==> src/rtl/jpm_defs.vh <==
// Register indices, field positions, reset values and timing for jpm
`ifndef JPM_DEFS_VH
`define JPM_DEFS_VH

// Register indices; byte address is four times the index
`define JPM_IDX_ERR_LO 12'h023
`define JPM_IDX_ERR_HI 12'h024
`define JPM_IDX_CFG 12'h7E5
`define JPM_IDX_POS_LO 12'h7E6
`define JPM_IDX_POS_HI 12'h7E7
`define JPM_IDX_NEG_LO 12'h7E8
`define JPM_IDX_NEG_HI 12'h7E9

// Byte address width in bits
`define JPM_ADDR_W 14

// Configuration fields
`define JPM_CFG_BW_BIT 0
`define JPM_CFG_MODE_BIT 1
`define JPM_CFG_STOP_BIT 2
`define JPM_CFG_W 3
`define JPM_CFG_RST 3'h0

// Result reset values
`define JPM_BYTE_RST 8'h00
`define JPM_PEAK_RST 12'h000

// Automatic period: one second at a 100 MHz clock
`define JPM_PERIOD_S 1
`define JPM_CLK_HZ 100000000
`define JPM_PERIOD_CYC (`JPM_PERIOD_S * `JPM_CLK_HZ)

// Bus responses
`define JPM_RESP_OKAY 2'h0
`define JPM_RESP_SLVERR 2'h2

`endif

==> src/rtl/jpm_peak.v <==
// Positive and negative jitter peak tracker for one measurement round
`timescale 1ns/1ns
`default_nettype none

module jpm_peak #(
   parameter W = 12
) (
   input wire aclk,
   input wire aresetn,
   input wire restart,
   input wire sample_valid,
   input wire signed [W:0] sample,
   output reg [W-1:0] pos_peak_r,
   output reg [W-1:0] neg_peak_r
);

   wire is_neg;
   wire [W:0] neg_mag;
   wire [W-1:0] pos_val;
   wire [W-1:0] neg_val;

   // Split the sample into a positive height and a negative depth
   assign is_neg = sample[W];
   assign neg_mag = (~sample) + {{W{1'b0}}, 1'b1};
   assign pos_val = is_neg ? {W{1'b0}} : sample[W-1:0];
   assign neg_val = !is_neg ? {W{1'b0}} :
                    (neg_mag[W] ? {W{1'b1}} : neg_mag[W-1:0]);

   // Hold the greatest heights; a restart starts from the current sample
   always @(posedge aclk) begin
      if (!aresetn) begin
         pos_peak_r <= {W{1'b0}};
         neg_peak_r <= {W{1'b0}};
      end else if (restart) begin
         pos_peak_r <= sample_valid ? pos_val : {W{1'b0}};
         neg_peak_r <= sample_valid ? neg_val : {W{1'b0}};
      end else if (sample_valid) begin
         if (pos_val > pos_peak_r) begin
            pos_peak_r <= pos_val;
         end
         if (neg_val > neg_peak_r) begin
            neg_peak_r <= neg_val;
         end
      end
   end

endmodule

`default_nettype wire

==> src/rtl/jpm_top.v <==
// Channel-0 jitter peak measurement with AXI4-Lite register access
//
// How it works
// - Upper error-count byte is a read-only register resetting to zero.
// - Both error-count bytes latch the counter per round, overwriting the old.
// - Period mode 0, the default, ends rounds by software writing stop from 0 to 1.
// - Period mode 1 ends rounds every second and updates results.
// - Bandwidth bit selects the jitter filter band, driven to the filter.
// - Greatest positive peak held as twelve bits over two registers.
// - Result registers refresh automatically or on manual stop per mode.
//
// Our own choice: the AXI4-Lite register port.
`timescale 1ns/1ns
`default_nettype none
`include "jpm_defs.vh"

module jpm_top #(
   parameter PEAK_W = 12,
   parameter PERIOD_CYC = `JPM_PERIOD_CYC,
   parameter CNT_W = 27
) (
   input wire aclk,
   input wire aresetn,
   input wire [`JPM_ADDR_W-1:0] s_axi_awaddr,
   input wire [2:0] s_axi_awprot,
   input wire s_axi_awvalid,
   output reg s_axi_awready,
   input wire [31:0] s_axi_wdata,
   input wire [3:0] s_axi_wstrb,
   input wire s_axi_wvalid,
   output reg s_axi_wready,
   output reg [1:0] s_axi_bresp,
   output reg s_axi_bvalid,
   input wire s_axi_bready,
   input wire [`JPM_ADDR_W-1:0] s_axi_araddr,
   input wire [2:0] s_axi_arprot,
   input wire s_axi_arvalid,
   output reg s_axi_arready,
   output reg [31:0] s_axi_rdata,
   output reg [1:0] s_axi_rresp,
   output reg s_axi_rvalid,
   input wire s_axi_rready,
   input wire signed [PEAK_W:0] jitter_sample,
   input wire jitter_valid,
   input wire [15:0] error_count_in,
   input wire error_round_done,
   output reg bandwidth_select_r
);

   reg [`JPM_ADDR_W-1:0] awaddr_r;
   reg aw_hold_r;
   reg [31:0] wdata_r;
   reg [3:0] wstrb_r;
   reg w_hold_r;
   reg [`JPM_CFG_W-1:0] cfg_r;
   reg [7:0] err_lo_r;
   reg [7:0] err_hi_r;
   reg [PEAK_W-1:0] pos_res_r;
   reg [PEAK_W-1:0] neg_res_r;
   reg [CNT_W-1:0] sec_cnt_r;
   reg manual_end_r;
   wire auto_end;
   wire round_end;
   wire [PEAK_W-1:0] pos_peak;
   wire [PEAK_W-1:0] neg_peak;
   wire [11:0] wr_idx;
   wire [11:0] rd_idx;
   wire do_write;
   wire cfg_hit;
   wire stop_rise;
   reg [31:0] rd_mux;
   reg rd_ok;

   // Last count of a period, cut to the counter width on purpose
   localparam integer LAST_INT = PERIOD_CYC - 1;
   localparam [CNT_W-1:0] LAST_CYC = LAST_INT[CNT_W-1:0];

   assign wr_idx = awaddr_r[13:2];
   assign rd_idx = s_axi_araddr[13:2];
   assign do_write = aw_hold_r && w_hold_r && !s_axi_bvalid;
   assign cfg_hit = do_write && (wr_idx == `JPM_IDX_CFG) && wstrb_r[0];
   // Stop bit written from 0 to 1 while in manual mode
   assign stop_rise = cfg_hit && wdata_r[`JPM_CFG_STOP_BIT] &&
                      !cfg_r[`JPM_CFG_STOP_BIT] &&
                      !cfg_r[`JPM_CFG_MODE_BIT];

   // One-second period end in automatic mode
   assign auto_end = cfg_r[`JPM_CFG_MODE_BIT] && (sec_cnt_r == LAST_CYC);
   assign round_end = auto_end || manual_end_r;

   // Peak tracking restarts at each round end
   jpm_peak #(
      .W(PEAK_W)
   ) u_peak (
      .aclk(aclk),
      .aresetn(aresetn),
      .restart(round_end),
      .sample_valid(jitter_valid),
      .sample(jitter_sample),
      .pos_peak_r(pos_peak),
      .neg_peak_r(neg_peak)
   );

   // Period counter runs only in automatic mode
   always @(posedge aclk) begin
      if (!aresetn) begin
         sec_cnt_r <= {CNT_W{1'b0}};
      end else if (!cfg_r[`JPM_CFG_MODE_BIT] || auto_end) begin
         sec_cnt_r <= {CNT_W{1'b0}};
      end else begin
         sec_cnt_r <= sec_cnt_r + {{(CNT_W-1){1'b0}}, 1'b1};
      end
   end

   // Result latches; each new round overwrites the previous one
   always @(posedge aclk) begin
      if (!aresetn) begin
         pos_res_r <= `JPM_PEAK_RST;
         neg_res_r <= `JPM_PEAK_RST;
         err_lo_r <= `JPM_BYTE_RST;
         err_hi_r <= `JPM_BYTE_RST;
         manual_end_r <= 1'b0;
      end else begin
         manual_end_r <= stop_rise;
         if (round_end) begin
            pos_res_r <= pos_peak;
            neg_res_r <= neg_peak;
         end
         if (error_round_done) begin
            err_lo_r <= error_count_in[7:0];
            err_hi_r <= error_count_in[15:8];
         end
      end
   end

   // Write channel: address and data taken in either order
   always @(posedge aclk) begin
      if (!aresetn) begin
         s_axi_awready <= 1'b0;
         s_axi_wready <= 1'b0;
         aw_hold_r <= 1'b0;
         w_hold_r <= 1'b0;
         awaddr_r <= {`JPM_ADDR_W{1'b0}};
         wdata_r <= 32'h00000000;
         wstrb_r <= 4'h0;
         s_axi_bvalid <= 1'b0;
         s_axi_bresp <= `JPM_RESP_OKAY;
         cfg_r <= `JPM_CFG_RST;
         bandwidth_select_r <= 1'b0;
      end else begin
         if (s_axi_awvalid && s_axi_awready) begin
            awaddr_r <= s_axi_awaddr;
            aw_hold_r <= 1'b1;
            s_axi_awready <= 1'b0;
         end else if (!aw_hold_r && !s_axi_bvalid) begin
            s_axi_awready <= 1'b1;
         end
         if (s_axi_wvalid && s_axi_wready) begin
            wdata_r <= s_axi_wdata;
            wstrb_r <= s_axi_wstrb;
            w_hold_r <= 1'b1;
            s_axi_wready <= 1'b0;
         end else if (!w_hold_r && !s_axi_bvalid) begin
            s_axi_wready <= 1'b1;
         end
         if (do_write) begin
            aw_hold_r <= 1'b0;
            w_hold_r <= 1'b0;
            s_axi_bvalid <= 1'b1;
            case (wr_idx)
               `JPM_IDX_ERR_LO, `JPM_IDX_ERR_HI, `JPM_IDX_CFG,
               `JPM_IDX_POS_LO, `JPM_IDX_POS_HI,
               `JPM_IDX_NEG_LO, `JPM_IDX_NEG_HI: begin
                  s_axi_bresp <= `JPM_RESP_OKAY;
               end
               default: begin
                  s_axi_bresp <= `JPM_RESP_SLVERR;
               end
            endcase
         end else if (s_axi_bvalid && s_axi_bready) begin
            s_axi_bvalid <= 1'b0;
         end
         // Only the configuration byte is writable
         if (cfg_hit) begin
            cfg_r <= wdata_r[`JPM_CFG_W-1:0];
            bandwidth_select_r <= wdata_r[`JPM_CFG_BW_BIT];
         end
      end
   end

   // Read data selection; reserved bits read as zero
   always @* begin
      rd_mux = 32'h00000000;
      rd_ok = 1'b1;
      case (rd_idx)
         `JPM_IDX_ERR_LO: rd_mux[7:0] = err_lo_r;
         `JPM_IDX_ERR_HI: rd_mux[7:0] = err_hi_r;
         `JPM_IDX_CFG: rd_mux[`JPM_CFG_W-1:0] = cfg_r;
         `JPM_IDX_POS_LO: rd_mux[7:0] = pos_res_r[7:0];
         `JPM_IDX_POS_HI: rd_mux[3:0] = pos_res_r[11:8];
         `JPM_IDX_NEG_LO: rd_mux[7:0] = neg_res_r[7:0];
         `JPM_IDX_NEG_HI: rd_mux[3:0] = neg_res_r[11:8];
         default: rd_ok = 1'b0;
      endcase
   end

   // Read channel: one read under way at a time
   always @(posedge aclk) begin
      if (!aresetn) begin
         s_axi_arready <= 1'b0;
         s_axi_rvalid <= 1'b0;
         s_axi_rdata <= 32'h00000000;
         s_axi_rresp <= `JPM_RESP_OKAY;
      end else begin
         if (s_axi_arvalid && s_axi_arready) begin
            s_axi_arready <= 1'b0;
            s_axi_rvalid <= 1'b1;
            s_axi_rdata <= rd_mux;
            s_axi_rresp <= rd_ok ? `JPM_RESP_OKAY : `JPM_RESP_SLVERR;
         end else begin
            if (!s_axi_rvalid) begin
               s_axi_arready <= 1'b1;
            end
            if (s_axi_rvalid && s_axi_rready) begin
               s_axi_rvalid <= 1'b0;
            end
         end
      end
   end

endmodule

`default_nettype wire

==> config.mk <==
export PLATFORM = sky130hd
export DESIGN_NAME = jpm_top
export DESIGN_NICKNAME = d
export VERILOG_FILES = /design/src/rtl/jpm_peak.v /design/src/rtl/jpm_top.v
export VERILOG_INCLUDE_DIRS = /design/src /design/src/rtl
export SDC_FILE = /design/constraint.sdc
export NUM_CORES = 1
export LEC_CHECK = 0
export ABC_AREA = 1
export CAP_MARGIN = 20
export CORE_ASPECT_RATIO = 0.8
export CORE_MARGIN = 2
export CORE_UTILIZATION = 50
export DETAILED_ROUTE_END_ITERATION = 10
export DONT_BUFFER_PORTS = 1
export GPL_TIMING_DRIVEN = 0
export PLACE_DENSITY = 0.65
export SYNTH_ARGS = -nofsm -noshare
export SYNTH_HDL_FRONTEND = slang
export SYNTH_SLANG_ARGS = --single-unit
==> constraint.sdc <==
create_clock -name aclk -period 3.2 [get_ports aclk]
set_input_delay 0.64 -clock aclk [delete_from_list [all_inputs] [get_ports aclk]]
set_output_delay 0.64 -clock aclk [all_outputs]
set_load 0.01 [all_outputs]
==> flow_summary.json <==
{
  "status": "finished clean",
  "critical_path.reg2reg.endpoint": "u_peak.pos_peak_r[11]",
  "cts_inserted_buffers": 17,
  "chipHeight_um": 107,
  "timing_worst_slew_pin_value_ns": 0.797,
  "hpwlAfterDp_um": 12100,
  "clk_path_buf_depth": 2,
  "tritoncts": "done",
  "static-leakage-power_nw": 3.07,
  "die_width_um": 133,
  "yosys_register_bits": 128,
  "routed-via-count": 5766,
  "maximum_number_of_pins_on_one_net_before_global_route_repair": 17,
  "post_drt_wl_per_cell_um": 14.0,
  "initial_utilization": 0.514,
  "finalMaxSlewViolations": 0,
  "dominantRegCellSynth": "dfxtp_1",
  "timing.critical_path.arrival_ns": 3.20,
  "antenna_cells": 0,
  "area.growth.synth_to_final_pct": 14.1,
  "worstPathRequired_ns": 3.53,
  "path_cells": "nor3_4 > nand4_1 > inv_1 > nand2_1 > nor2_1 > xor2_1 > o21ai_1 > inv_1 > ha_1 > nand2_1 > inv_1 > nand3_1 > nor2_1 > nand4_1 > nor2_1 > nand3_1 > nand2_2 > nand2_4 > nand2_2 > buf_6 > nand2_1 > a21oi_1",
  "worst-r2r-setup-slack_ns": 0.81,
  "use_met1": 0.329,
  "gr-total-overflow": 0,
  "yosysWarnings": 0,
  "design.core.area_um2": 12900,
  "critical_path_s_largest_stage_delay_ns": 0.30,
  "fmax_mhz": 349,
  "worst-setup-path-type": "in2reg",
  "synth_async_sr_flop_share": 0,
  "die-area_um2": 14200,
  "postLayoutCoreUtil": 0.586,
  "postSynthAreaPerCell_um2": 7.30,
  "gp_congestion": 0.891,
  "boundaryPins": 150,
  "buffer_ports.inserted": 0,
  "synthDistinctLibCells": 50,
  "p_per_area_nw_per_um2": 538,
  "critical_path.max_fanout": 10,
  "post_cts.resized_instances": 0,
  "placement_rows": 37,
  "critical_path_depth": 22,
  "post-route-drc-count": 0,
  "clk_latency_ns": 0.41,
  "layout-drive-gt1-share": 0.116,
  "setup.worst_path.start_class": "input pin",
  "global_route.usage.met2": 0.349,
  "min_period_over_period": 0.895,
  "drtIter0Drc": 366,
  "setup.worst_path.start": "jitter_sample[1]",
  "htreeDepth": 4,
  "dpl_worst_slack_ns": -0.399,
  "net_total_in_the_final_layout": 1086,
  "crit_end": "u_peak.neg_peak_r[6]",
  "worst-path-buf-inv": 4,
  "r2r-start": "sec_cnt_r[0]",
  "cp_top_family": "simple AND/OR/NAND/NOR gates",
  "worst_setup_path_end_kind": "register",
  "rr_worst_depth": 14,
  "synth_area_um2": 6630,
  "register_clock_pin_slew_on_the_reported_worst_setup_and_hold_paths_ns": 0.06,
  "drt_wl_total_um": 15900,
  "grt_util_all_layers": 0.229,
  "dr.pass1.iters": 5,
  "fin_skew_ns": 0.00680,
  "maxSlewHeadroom": 0.469,
  "synth_edf_count": 0,
  "unrepaired_setup_endpoints_after_global_routing": "no",
  "setup_viol": 0,
  "vias_per_inst": 5.06,
  "final-hold-violation-count": 0,
  "detail-route-antenna-nets": 0,
  "highest_ir_drop_seen_on_vdd_v": 0.000395,
  "numClockSinks": 128,
  "drv.max_cap_violation_count": 0,
  "crit_path_top_delay_cell": "ha_1",
  "period_needed_ns": 2.86,
  "global_route.peak_usage_layer": "met2",
  "count_of_hold_buffers_inserted_by_post_cts_repair": 0,
  "grt_antenna_before_repair": 0,
  "hold_path.class": "in2reg",
  "grt_use_met3": 0.0487,
  "vias_in_the_first_global_route": 5198,
  "cts_setup_buffers": 0,
  "first_pass_grt_wire_length_um": 26100,
  "yosysSeqAreaShare": 0.386,
  "least_setup_slack_across_all_paths_after_layout_ns": 0.336,
  "netlist_instances": 909,
  "clockRootBuffer": "clkbuf_16"
}
==> worst reg2reg max path: stages, from the launching register on <==
cell and delay, ns:
dfxtp_1 0.36, ha_1 0.17, nand2_1 0.07, inv_2 0.06, nand2_1 0.08, or4_1 0.47, nor2_2 0.18, nand3_2 0.10
nand2_4 0.14, inv_4 0.09, nand2_2 0.09, nand2_1 0.10, buf_2 0.20, nand2_1 0.08, a21oi_1 0.06
==> where the power goes <==
part | internal (mW) | switching [mW] | leakage [nW]
registers | 1.65 | 0.0328 | 1.04
logic | 0.149 | 0.257 | 1.74
clock network | 1.24 | 0.740 | 0.292
==> cells in the final DEF, fill, tap and decap left out, types with 16 or more instances in the layout <==
master | synthesis | routed
clkbuf_16 | 0 | 17
clkbuf_1 | 18 | 18
nand3_1 | 40 | 40
nor3_1 | 18 | 16
conb_1 | 1 | 26
dfxtp_1 | 128 | 128
nand2_1 | 112 | 112
nor2_1 | 99 | 99
nand4_1 | 21 | 21
a21oi_1 | 94 | 94
o21ai_0 | 77 | 76
ha_1 | 25 | 25
inv_1 | 129 | 129
buf_4 | 26 | 26
==> logic make-up (layout without fill, tap and decap cells) <==
group | count (synthesis) | count (layout) | synth area share
compound gates | 218 | 218 | 0.184
xor+xnor | 14 | 14 | 0.0185
fa+ha+maj | 25 | 25 | 0.0472
buf+inv | 190 | 221 | 0.127
flops | 128 | 128 | 0.386
other cells | 1 | 26 | 0.000565
simple gates | 333 | 333 | 0.236
==> flip-flops by register name, summed over array words and instances, names as in the netlist, 3 cells and up <==
| name | count |
|---|---|
| sec_cnt_r | 27 |
| awaddr_r | 12 |
| neg_res_r | 12 |
| pos_res_r | 12 |
| u_peak.neg_peak_r | 12 |
| u_peak.pos_peak_r | 12 |
| err_hi_r | 8 |
| err_lo_r | 8 |
| s_axi_rdata | 8 |
| cfg_r | 3 |
| wdata_r | 3 |
==> stage by stage <==
step	total power, mW	instances	area [um2]	setup TNS (ns)	hold WS (ns)
6_report	4.07	1140	7560	0	0.359
5_1_grt	4.23	1140	7560	0	0.357
4_1_cts	4.09	1140	7550	0	0.353
3_5_place_dp	2.12	1109	6950	-4.49	0.446
3_3_place_gp	2.11	1109	6950	-4.01	0.435
2_1_floorplan	2.03	934	6730	0	0.413
==> routing by layer <==
metal | vias up | wire [um]
met5 | - | 0
met4 | 0 | 142
met3 | 14 | 707
met2 | 110 | 6850
met1 | 2586 | 8220
li1 | 3056 | -
==> synthesized netlist by cell type (6+ instances only) <==
| master | count | area share |
|---|---|---|
| nand4_1 | 21 | 0.020 |
| a21oi_2 | 8 | 0.011 |
| inv_1 | 129 | 0.073 |
| dfxtp_1 | 128 | 0.39 |
| o21ai_0 | 77 | 0.058 |
| ha_1 | 25 | 0.047 |
| buf_2 | 7 | 0.0053 |
| nor2_1 | 99 | 0.056 |
| nand2_1 | 112 | 0.063 |
| xor2_1 | 12 | 0.016 |
| a21oi_1 | 94 | 0.071 |
| clkbuf_1 | 18 | 0.010 |
| nand3_1 | 40 | 0.030 |
| nor3_1 | 18 | 0.014 |
| buf_4 | 26 | 0.029 |
| o22ai_1 | 6 | 0.0057 |
| nand3_2 | 10 | 0.015 |
==> layout make-up <==
class | count | area (um2)
Buffer | 55 | 335
Clock inverter | 13 | 164
Multi-Input combinational cell | 616 | 3340
Fill cell | 1215 | 5350
Sequential cell | 128 | 2560
Clock buffer | 18 | 439
Tap cell | 175 | 219
Inverter | 135 | 509
==> worst min-delay path by stage <==
| stage | from | to | slack (ns) | depth (start not counted) |
|---|---|---|---|---|
| after global placement | sec_cnt_r[0] | sec_cnt_r[0] | 0.44 | 1 |
| after floorplan | cfg_r[2] | manual_end_r | 0.41 | 1 |
| after CTS | error_count_in[12] | err_hi_r[4] | 0.35 | 2 |
| after detailed placement | err_lo_r[3] | err_lo_r[3] | 0.45 | 2 |
| after global routing | error_count_in[2] | err_lo_r[2] | 0.36 | 2 |
| final | error_count_in[12] | err_hi_r[4] | 0.36 | 2 |
Note: power is estimated with default switching activity, not from simulation.
